File: src/timer_channel_mode_select_pkg.sv
// constants and types for the channel 5 to 9 mode select block
// assumes a 32-bit AXI4-Lite register bus and byte-wide control registers
package timer_channel_mode_select_pkg;

    localparam int NUM_CH = 5;
    localparam int NUM_BUS = 4;

    // register indices; byte address is four times the index
    localparam logic [31:0] TIMER5_CONTROL_IDX = 32'h0080034B;
    localparam logic [31:0] TIMER6_CONTROL_IDX = 32'h0080036A;
    localparam logic [31:0] TIMER7_CONTROL_IDX = 32'h0080036B;
    localparam logic [31:0] TIMER8_CONTROL_IDX = 32'h0080038A;
    localparam logic [31:0] TIMER9_CONTROL_IDX = 32'h0080038B;
    localparam logic [31:0] REG_IDX [NUM_CH] = '{TIMER5_CONTROL_IDX, TIMER6_CONTROL_IDX,
        TIMER7_CONTROL_IDX, TIMER8_CONTROL_IDX, TIMER9_CONTROL_IDX};

    // channel slots
    localparam logic [2:0] CH5 = 3'h0;
    localparam logic [2:0] CH6 = 3'h1;
    localparam logic [2:0] CH7 = 3'h2;
    localparam logic [2:0] CH8 = 3'h3;
    localparam logic [2:0] CH9 = 3'h4;
    localparam logic [2:0] CH_NONE = 3'h5;

    // reset value and writable bits of each control byte
    localparam logic [7:0] CTRL_RESET = 8'h00;
    localparam logic [7:0] WMASK [NUM_CH] = '{8'hFF, 8'hFF, 8'h7F, 8'hFF, 8'h7F};

    // field positions inside the byte (first bit of the halfword is bit 7)
    localparam int CKS3_MSB = 7;
    localparam int CKS3_LSB = 5;
    localparam int CKS_HI_MSB = 7;
    localparam int CKS_HI_LSB = 6;
    localparam int CKS_LO_MSB = 6;
    localparam int CKS_LO_LSB = 5;
    localparam int ENS2_MSB = 4;
    localparam int ENS2_LSB = 3;
    localparam int ENS3_MSB = 5;
    localparam int ENS3_LSB = 3;
    localparam int MODE_MSB = 2;
    localparam int MODE_LSB = 0;

    // bus response codes
    localparam logic [1:0] RESP_OKAY = 2'h0;
    localparam logic [1:0] RESP_SLVERR = 2'h2;
    localparam logic [23:0] RDATA_PAD = 24'h000000;

    typedef enum logic [2:0] {
        MODE_SINGLE_SHOT,
        MODE_DELAYED_SINGLE_SHOT,
        MODE_CONTINUOUS,
        MODE_PWM,
        MODE_MEASURE_CLEAR,
        MODE_MEASURE_FREE_RUN,
        MODE_NOISE_PROCESSING
    } mode_t;

    typedef struct packed {
        logic clk_from_pin;
        logic [1:0] clk_bus;
        logic trig_on;
        logic [1:0] trig_bus;
        mode_t mode;
    } chan_cfg_t;

endpackage : timer_channel_mode_select_pkg
File: src/timer_channel_mode_select.sv
// clock, trigger and mode selection for timer channels 5 to 9
// assumes an AXI4-Lite master that keeps one write and one read in flight
// and counters elsewhere that consume the decoded selections
//
// Added by the designer: the AXI4-Lite interface to the registers.
`timescale 1ns/10ps

module timer_channel_mode_select (
    // clock and reset
    input wire logic i_clk,
    input wire logic i_rst_b,
    // axi4-lite write address
    input wire logic i_s_axi_awvalid,
    output logic o_s_axi_awready,
    input wire logic [31:0] i_s_axi_awaddr,
    // axi4-lite write data
    input wire logic i_s_axi_wvalid,
    output logic o_s_axi_wready,
    input wire logic [31:0] i_s_axi_wdata,
    input wire logic [3:0] i_s_axi_wstrb,
    // axi4-lite write response
    output logic o_s_axi_bvalid,
    input wire logic i_s_axi_bready,
    output logic [1:0] o_s_axi_bresp,
    // axi4-lite read address
    input wire logic i_s_axi_arvalid,
    output logic o_s_axi_arready,
    input wire logic [31:0] i_s_axi_araddr,
    // axi4-lite read data
    output logic o_s_axi_rvalid,
    input wire logic i_s_axi_rready,
    output logic [31:0] o_s_axi_rdata,
    output logic [1:0] o_s_axi_rresp,
    // clock and event sources
    input wire logic [3:0] i_clock_bus,
    input wire logic i_ext_clock_pin_1,
    input wire logic i_ext_clock_pin_2,
    input wire logic [3:0] i_event_bus,
    // decoded selections, slot 0 is channel 5
    output timer_channel_mode_select_pkg::chan_cfg_t [4:0] o_chan_cfg,
    output logic [4:0] o_count_clock,
    output logic [4:0] o_trigger
);

    // maps a byte address onto a channel slot
    function automatic logic [2:0] reg_slot(input logic [31:0] addr);
        logic [2:0] slot;
        slot = timer_channel_mode_select_pkg::CH_NONE;
        for (int k = 0; k < timer_channel_mode_select_pkg::NUM_CH; k++) begin
            if ({timer_channel_mode_select_pkg::REG_IDX[k][29:0], 2'b00}
                    == {addr[31:2], 2'b00}) begin
                slot = 3'(k);
            end
        end
        return slot;
    endfunction : reg_slot

    // mode code to operating mode
    function automatic timer_channel_mode_select_pkg::mode_t decode_mode(
        input logic [2:0] code
    );
        timer_channel_mode_select_pkg::mode_t m;
        case (code)
            3'h0: m = timer_channel_mode_select_pkg::MODE_SINGLE_SHOT;
            3'h1: m = timer_channel_mode_select_pkg::MODE_DELAYED_SINGLE_SHOT;
            3'h2: m = timer_channel_mode_select_pkg::MODE_CONTINUOUS;
            3'h3: m = timer_channel_mode_select_pkg::MODE_PWM;
            3'h4: m = timer_channel_mode_select_pkg::MODE_MEASURE_CLEAR;
            3'h5: m = timer_channel_mode_select_pkg::MODE_MEASURE_FREE_RUN;
            default: m = timer_channel_mode_select_pkg::MODE_NOISE_PROCESSING;
        endcase
        return m;
    endfunction : decode_mode

    logic aw_hold_reg;
    logic [31:0] aw_addr_reg;
    logic w_hold_reg;
    logic [7:0] w_data_reg;
    logic w_lane0_reg;
    logic bvalid_reg;
    logic [1:0] bresp_reg;
    logic rvalid_reg;
    logic [31:0] rdata_reg;
    logic [1:0] rresp_reg;
    logic [7:0] ctrl_reg [5];
    logic do_write;
    logic [2:0] wr_slot;
    logic [2:0] rd_slot;
    timer_channel_mode_select_pkg::chan_cfg_t [4:0] cfg_next;
    timer_channel_mode_select_pkg::chan_cfg_t [4:0] cfg_reg;
    logic [4:0] count_clock_reg;
    logic [4:0] trigger_reg;
    logic [4:0] pin_level;

    // handshake outputs
    assign o_s_axi_awready = !aw_hold_reg && !bvalid_reg;
    assign o_s_axi_wready = !w_hold_reg && !bvalid_reg;
    assign o_s_axi_arready = !rvalid_reg;
    assign o_s_axi_bvalid = bvalid_reg;
    assign o_s_axi_bresp = bresp_reg;
    assign o_s_axi_rvalid = rvalid_reg;
    assign o_s_axi_rdata = rdata_reg;
    assign o_s_axi_rresp = rresp_reg;

    // write commits once address and data are both held
    assign do_write = aw_hold_reg && w_hold_reg && !bvalid_reg;
    assign wr_slot = reg_slot(aw_addr_reg);
    assign rd_slot = reg_slot(i_s_axi_araddr);

    // write address capture
    always_ff @(posedge i_clk or negedge i_rst_b) begin
        if (!i_rst_b) begin
            aw_hold_reg <= 1'b0;
            aw_addr_reg <= 32'h00000000;
        end else if (i_s_axi_awvalid && o_s_axi_awready) begin
            aw_hold_reg <= 1'b1;
            aw_addr_reg <= i_s_axi_awaddr;
        end else if (do_write) begin
            aw_hold_reg <= 1'b0;
        end
    end

    // write data capture, only the low byte lane carries register data
    always_ff @(posedge i_clk or negedge i_rst_b) begin
        if (!i_rst_b) begin
            w_hold_reg <= 1'b0;
            w_data_reg <= 8'h00;
            w_lane0_reg <= 1'b0;
        end else if (i_s_axi_wvalid && o_s_axi_wready) begin
            w_hold_reg <= 1'b1;
            w_data_reg <= i_s_axi_wdata[7:0];
            w_lane0_reg <= i_s_axi_wstrb[0];
        end else if (do_write) begin
            w_hold_reg <= 1'b0;
        end
    end

    // write response, slave error for an unmapped address
    always_ff @(posedge i_clk or negedge i_rst_b) begin
        if (!i_rst_b) begin
            bvalid_reg <= 1'b0;
            bresp_reg <= timer_channel_mode_select_pkg::RESP_OKAY;
        end else if (do_write) begin
            bvalid_reg <= 1'b1;
            if (wr_slot == timer_channel_mode_select_pkg::CH_NONE) begin
                bresp_reg <= timer_channel_mode_select_pkg::RESP_SLVERR;
            end else begin
                bresp_reg <= timer_channel_mode_select_pkg::RESP_OKAY;
            end
        end else if (i_s_axi_bready) begin
            bvalid_reg <= 1'b0;
        end
    end

    // read path, unmapped addresses read zero with slave error
    always_ff @(posedge i_clk or negedge i_rst_b) begin
        if (!i_rst_b) begin
            rvalid_reg <= 1'b0;
            rdata_reg <= 32'h00000000;
            rresp_reg <= timer_channel_mode_select_pkg::RESP_OKAY;
        end else if (i_s_axi_arvalid && o_s_axi_arready) begin
            rvalid_reg <= 1'b1;
            if (rd_slot == timer_channel_mode_select_pkg::CH_NONE) begin
                rdata_reg <= 32'h00000000;
                rresp_reg <= timer_channel_mode_select_pkg::RESP_SLVERR;
            end else begin
                rdata_reg <= {timer_channel_mode_select_pkg::RDATA_PAD, ctrl_reg[rd_slot]};
                rresp_reg <= timer_channel_mode_select_pkg::RESP_OKAY;
            end
        end else if (i_s_axi_rready) begin
            rvalid_reg <= 1'b0;
        end
    end

    // control bytes, one per channel
    generate
        for (genvar k = 0; k < 5; k++) begin : g_ctrl
            always_ff @(posedge i_clk or negedge i_rst_b) begin
                if (!i_rst_b) begin
                    ctrl_reg[k] <= timer_channel_mode_select_pkg::CTRL_RESET;
                end else if (do_write && w_lane0_reg && wr_slot == 3'(k)) begin
                    // unassigned top bit of ch7 and ch9 is masked to zero
                    ctrl_reg[k] <= w_data_reg & timer_channel_mode_select_pkg::WMASK[k];
                end
            end
        end
    endgenerate

    // field decode for each channel
    always_comb begin
        cfg_next = '0;
        // channel 5
        cfg_next[0].clk_from_pin = !ctrl_reg[0][timer_channel_mode_select_pkg::CKS3_MSB];
        cfg_next[0].clk_bus = ctrl_reg[0][timer_channel_mode_select_pkg::CKS3_LSB +: 2];
        cfg_next[0].trig_on = &ctrl_reg[0][timer_channel_mode_select_pkg::ENS2_MSB:
            timer_channel_mode_select_pkg::ENS2_LSB];
        cfg_next[0].trig_bus = 2'h3;
        // channel 6
        cfg_next[1].clk_from_pin = !ctrl_reg[1][timer_channel_mode_select_pkg::CKS3_MSB];
        cfg_next[1].clk_bus = ctrl_reg[1][timer_channel_mode_select_pkg::CKS3_LSB +: 2];
        cfg_next[1].trig_on = ctrl_reg[1][timer_channel_mode_select_pkg::ENS2_MSB];
        cfg_next[1].trig_bus = {1'b1, ctrl_reg[1][timer_channel_mode_select_pkg::ENS2_LSB]};
        // channel 7
        cfg_next[2].clk_from_pin = 1'b0;
        cfg_next[2].clk_bus = ctrl_reg[2][timer_channel_mode_select_pkg::CKS_LO_MSB:
            timer_channel_mode_select_pkg::CKS_LO_LSB];
        cfg_next[2].trig_on = ctrl_reg[2][timer_channel_mode_select_pkg::ENS2_MSB];
        cfg_next[2].trig_bus = ctrl_reg[2][timer_channel_mode_select_pkg::ENS2_LSB] ?
            2'h3 : 2'h0;
        // channel 8
        cfg_next[3].clk_from_pin = 1'b0;
        cfg_next[3].clk_bus = ctrl_reg[3][timer_channel_mode_select_pkg::CKS_HI_MSB:
            timer_channel_mode_select_pkg::CKS_HI_LSB];
        cfg_next[3].trig_on = ctrl_reg[3][timer_channel_mode_select_pkg::ENS3_MSB]
            && (ctrl_reg[3][timer_channel_mode_select_pkg::ENS3_LSB +: 2] != 2'h0);
        cfg_next[3].trig_bus = ctrl_reg[3][timer_channel_mode_select_pkg::ENS3_LSB +: 2];
        // channel 9
        cfg_next[4].clk_from_pin = 1'b0;
        cfg_next[4].clk_bus = ctrl_reg[4][timer_channel_mode_select_pkg::CKS_LO_MSB:
            timer_channel_mode_select_pkg::CKS_LO_LSB];
        cfg_next[4].trig_on = ctrl_reg[4][timer_channel_mode_select_pkg::ENS2_MSB];
        cfg_next[4].trig_bus = ctrl_reg[4][timer_channel_mode_select_pkg::ENS2_LSB] ?
            2'h3 : 2'h1;
        // mode field is shared in layout by all five channels
        for (int k = 0; k < 5; k++) begin
            cfg_next[k].mode = decode_mode(ctrl_reg[k][timer_channel_mode_select_pkg::MODE_MSB:
                timer_channel_mode_select_pkg::MODE_LSB]);
        end
    end

    // external pin offered to each channel, only ch5 and ch6 have one
    assign pin_level = {3'b000, i_ext_clock_pin_2, i_ext_clock_pin_1};

    // registered selections and source routing per channel
    generate
        for (genvar k = 0; k < 5; k++) begin : g_route
            always_ff @(posedge i_clk or negedge i_rst_b) begin
                if (!i_rst_b) begin
                    cfg_reg[k] <= '0;
                    count_clock_reg[k] <= 1'b0;
                    trigger_reg[k] <= 1'b0;
                end else begin
                    cfg_reg[k] <= cfg_next[k];
                    count_clock_reg[k] <= cfg_next[k].clk_from_pin ? pin_level[k] :
                        i_clock_bus[cfg_next[k].clk_bus];
                    trigger_reg[k] <= cfg_next[k].trig_on &&
                        i_event_bus[cfg_next[k].trig_bus];
                end
            end
        end
    endgenerate

    // outputs
    assign o_chan_cfg = cfg_reg;
    assign o_count_clock = count_clock_reg;
    assign o_trigger = trigger_reg;

endmodule : timer_channel_mode_select

File: config.mk
export PLATFORM = sky130hd
export DESIGN_NAME = timer_channel_mode_select
export DESIGN_NICKNAME = d
export VERILOG_FILES = /design/src/timer_channel_mode_select_pkg.sv /design/src/timer_channel_mode_select.sv
export SDC_FILE = /design/constraint.sdc
export NUM_CORES = 1
export LEC_CHECK = 0
export BUFFER_PORTS_ARGS = -buffer_cell sky130_fd_sc_hd__buf_2
export CAP_MARGIN = 20
export CORE_UTILIZATION = 53
export DETAILED_ROUTE_END_ITERATION = 10
export PLACE_DENSITY = 0.94
export SETUP_SLACK_MARGIN = 0.1
export SLEW_MARGIN = 30
export SYNTH_ARGS = -nofsm -noshare
export SYNTH_HDL_FRONTEND = slang
export SYNTH_SLANG_ARGS = --single-unit
File: constraint.sdc
create_clock -name i_clk -period 5.3 [get_ports i_clk]
set_input_delay 0.795 -clock i_clk [delete_from_list [all_inputs] [get_ports i_clk]]
set_output_delay 0.795 -clock i_clk [all_outputs]
set_load 0.03 [all_outputs]
==> run metrics <==
unrepaired setup endpoints after global routing=false; largest driver fanout on the critical path=8; top cell type by total area after synthesis=dfrtp_1; FMAX=about 410 MHz; fin nets=about 700; FF-to-FF setup slack=roughly 2.9 ns; vias in the first global route=4,006; routed vias/inst=5.531; htree depth=4; fin crit period=2.417 ns; main combinational cell family by area after synthesis=multiplexers; Async S/R FF share, synth=1.000; clk buf depth=2; Core ar.=about 0.011 mm^2; R2R depth=4; Leak=about 0.0036 uW; PD cells=between 400 and 500 mW/mm^2; first-pass GRT wire length=20,450 um; worst hold margin=0.2890 ns; Multi-input gate area=about 0.0022 mm^2; Die Y=107.5 um; router iterations before antenna repair=5; arrival time worst endpoint=approximately 2.8 ns; clk_lat worst skew=~0.52 ns; Synth Area in Compound Gates=0.06515; Ys Warns=0; Area contributors post-synth=dfrtp_1, mux2_2, buf_4; crit path launch type=flop; Avg Inst Size Synth=about 13 um^2; Synth top area share=0.5900; number of gates resized after CTS=0; Starting Density=0.5439; dpl hpwl=~9100 um; Hold WC Path Type=in2async; part of the Yosys area used for sequential elements=0.5900; number of flip-flops under the largest register name=38; mux share of post-synthesis cell area=0.1770; DR vias=between 4,000 and 5,000; I/O pin count=about 210; I/O Buffers=around 150; Placer Congestion=approximately 0.84; Area growth syn-to-layout=21.94%; cts bufs inserted=17; pin slew with the least headroom to its limit=roughly 0.82 ns; setup bufs post-CTS=0; worst relative slew slack=0.4544; worst setup path startpoint=aw_addr_reg[19]; CP Capture Type=flop; #FFs+latches synth=139; commonest non-fill, non-tap cell in the layout=buf_2; initial antenna violation count=0; Fill cells=between 700 and 800; global route overflow=0; Post-route DRC=0; max-cap violation count=0; post-route ant nets=0; routed len/inst=around 18 um; Main synth FF type=dfrtp_1; CP Capture Point=cfg_next[16]; number of inserted diodes=0; clock tree root buffer cell=clkbuf_8; CTS tree=yes; adder-cell share of the synthesized area=0; CTS clk-pin slew, worst paths=0.06 ns; number of clock sinks=between 100 and 150; data required time of the worst path=around 5.7 ns; Post-CTS Hold Buffers=0; Syn Std Cell Area=slightly below 0.006 mm^2; DIE AREA=approximately 0.012 mm^2; total negative slack=0 ns; largest net degree at the start of global routing=between 80 and 90; RR Endpoint=cfg_next[16]; setup violators final=0; Clock Skew=approximately 0.0076 ns; Unique masters post-synth=51; status=completed; Iter 0 DRT Violations=about 270; Post-Synth Simple-Gate Area=0.1025; Syn Inst Count=437; Final Max Slew Viols=0; row count=38; final WL=roughly 13,000 um; GRT Util Overall=0.2404; leading cell types in the layout, fill and taps excluded=buf_2, dfrtp_1, mux2_2, conb_1; EDFF count, synth=0; DIE WIDTH=between 100 and 150 um; Tcrit/Tclk final=0.4560; reg2reg start=aw_addr_reg[19]; Crit Path Class=reg2reg; Synth Area in XOR/XNOR=0.001486; share of cells above drive strength 1=0.4764; VDD IR max=around 0.00045 V; final hold violation count=0; Reg area=~0.0035 mm^2
[logic make-up after synthesis]
group,after synthesis
other,2
multiplexers,88
AO/OA/AOI/OAI,57
buffers and inverters,65
flip-flops,139
XOR/XNOR,1
AND/OR/NAND/NOR,85
[cell type report]
class,count,area share
inverters,7,0.003655
repair buffers,153,0.1077
multi-input cells,261,0.3009
well taps,140,0.02436
clock inverters,7,0.01218
flip-flops and latches,139,0.4838
clock buffers,25,0.06735
[worst max-delay path, cell delays in order, from the launching register on]
cell and delay, ns:
dfrtp_1 0.38, nor4_1 0.35, nand4_2 0.35, nor4_4 0.79
mux2_2 0.42
[routing by layer]
layer	part of all wire	vias to the layer above	wire [um]	GRT usage
li1	-	1788	-	-
met1	0.39	2023	4996	0.2823
met2	0.51	214	6592	0.4088
met3	0.090	24	1164	0.08656
met4	0.016	0	208	0.08121
met5	0	-	0	0
[synthesized netlist by cell type (4+ instances only)]
cell,count
dfrtp_1,139
nor4b_1,4
o2bb2ai_1,6
mux4_2,5
buf_4,33
inv_1,7
a32oi_1,6
nand2_1,14
nor2b_1,7
buf_1,4
clkbuf_1,20
nand3_1,5
nor2_1,13
nor4_1,5
nand3b_1,7
a21boi_0,5
mux2_2,80
o21ai_0,16
a21oi_1,10
nor4bb_1,9
[how the worst min path moves through the flow]
stage / startpoint / slack (ns) / endpoint / cells past startpoint
finish: i_rst_b / 0.29 / o_count_clock[0] / 1
global route: i_rst_b / 0.39 / aw_addr_reg[25] / 1
CTS: i_rst_b / 0.36 / o_chan_cfg[7] / 1
detailed placement: ctrl_reg[33] / 0.42 / o_chan_cfg[1] / 0
global placement: ctrl_reg[33] / 0.42 / o_chan_cfg[1] / 0
floorplan: cfg_next[41] / 0.38 / o_chan_cfg[41] / 0
[stage by stage]
step | instances | setup slack [ns] | utilization | instance area (um^2) | power (uW)
detailed placement | 700 | 2.820 | 0.6102 | 6615 | 1880
floorplan | 465 | 3.120 | - | 6001 | 1735
finish | 732 | 2.883 | 0.6632 | 7189 | 2988
CTS | 732 | 2.858 | 0.6630 | 7187 | 3013
global placement | 700 | 2.717 | 0.6095 | 6608 | 1833
global route | 732 | 2.780 | 0.6632 | 7189 | 3130
[report_power, final]
group | internal [uW] | total (uW) | switching [uW]
registers | 1230 | 1380 | 146
clock network | 716 | 1130 | 411
logic | 240 | 484 | 243
total | 2190 | 2990 | 800
Power figures use the tool's default switching activity.
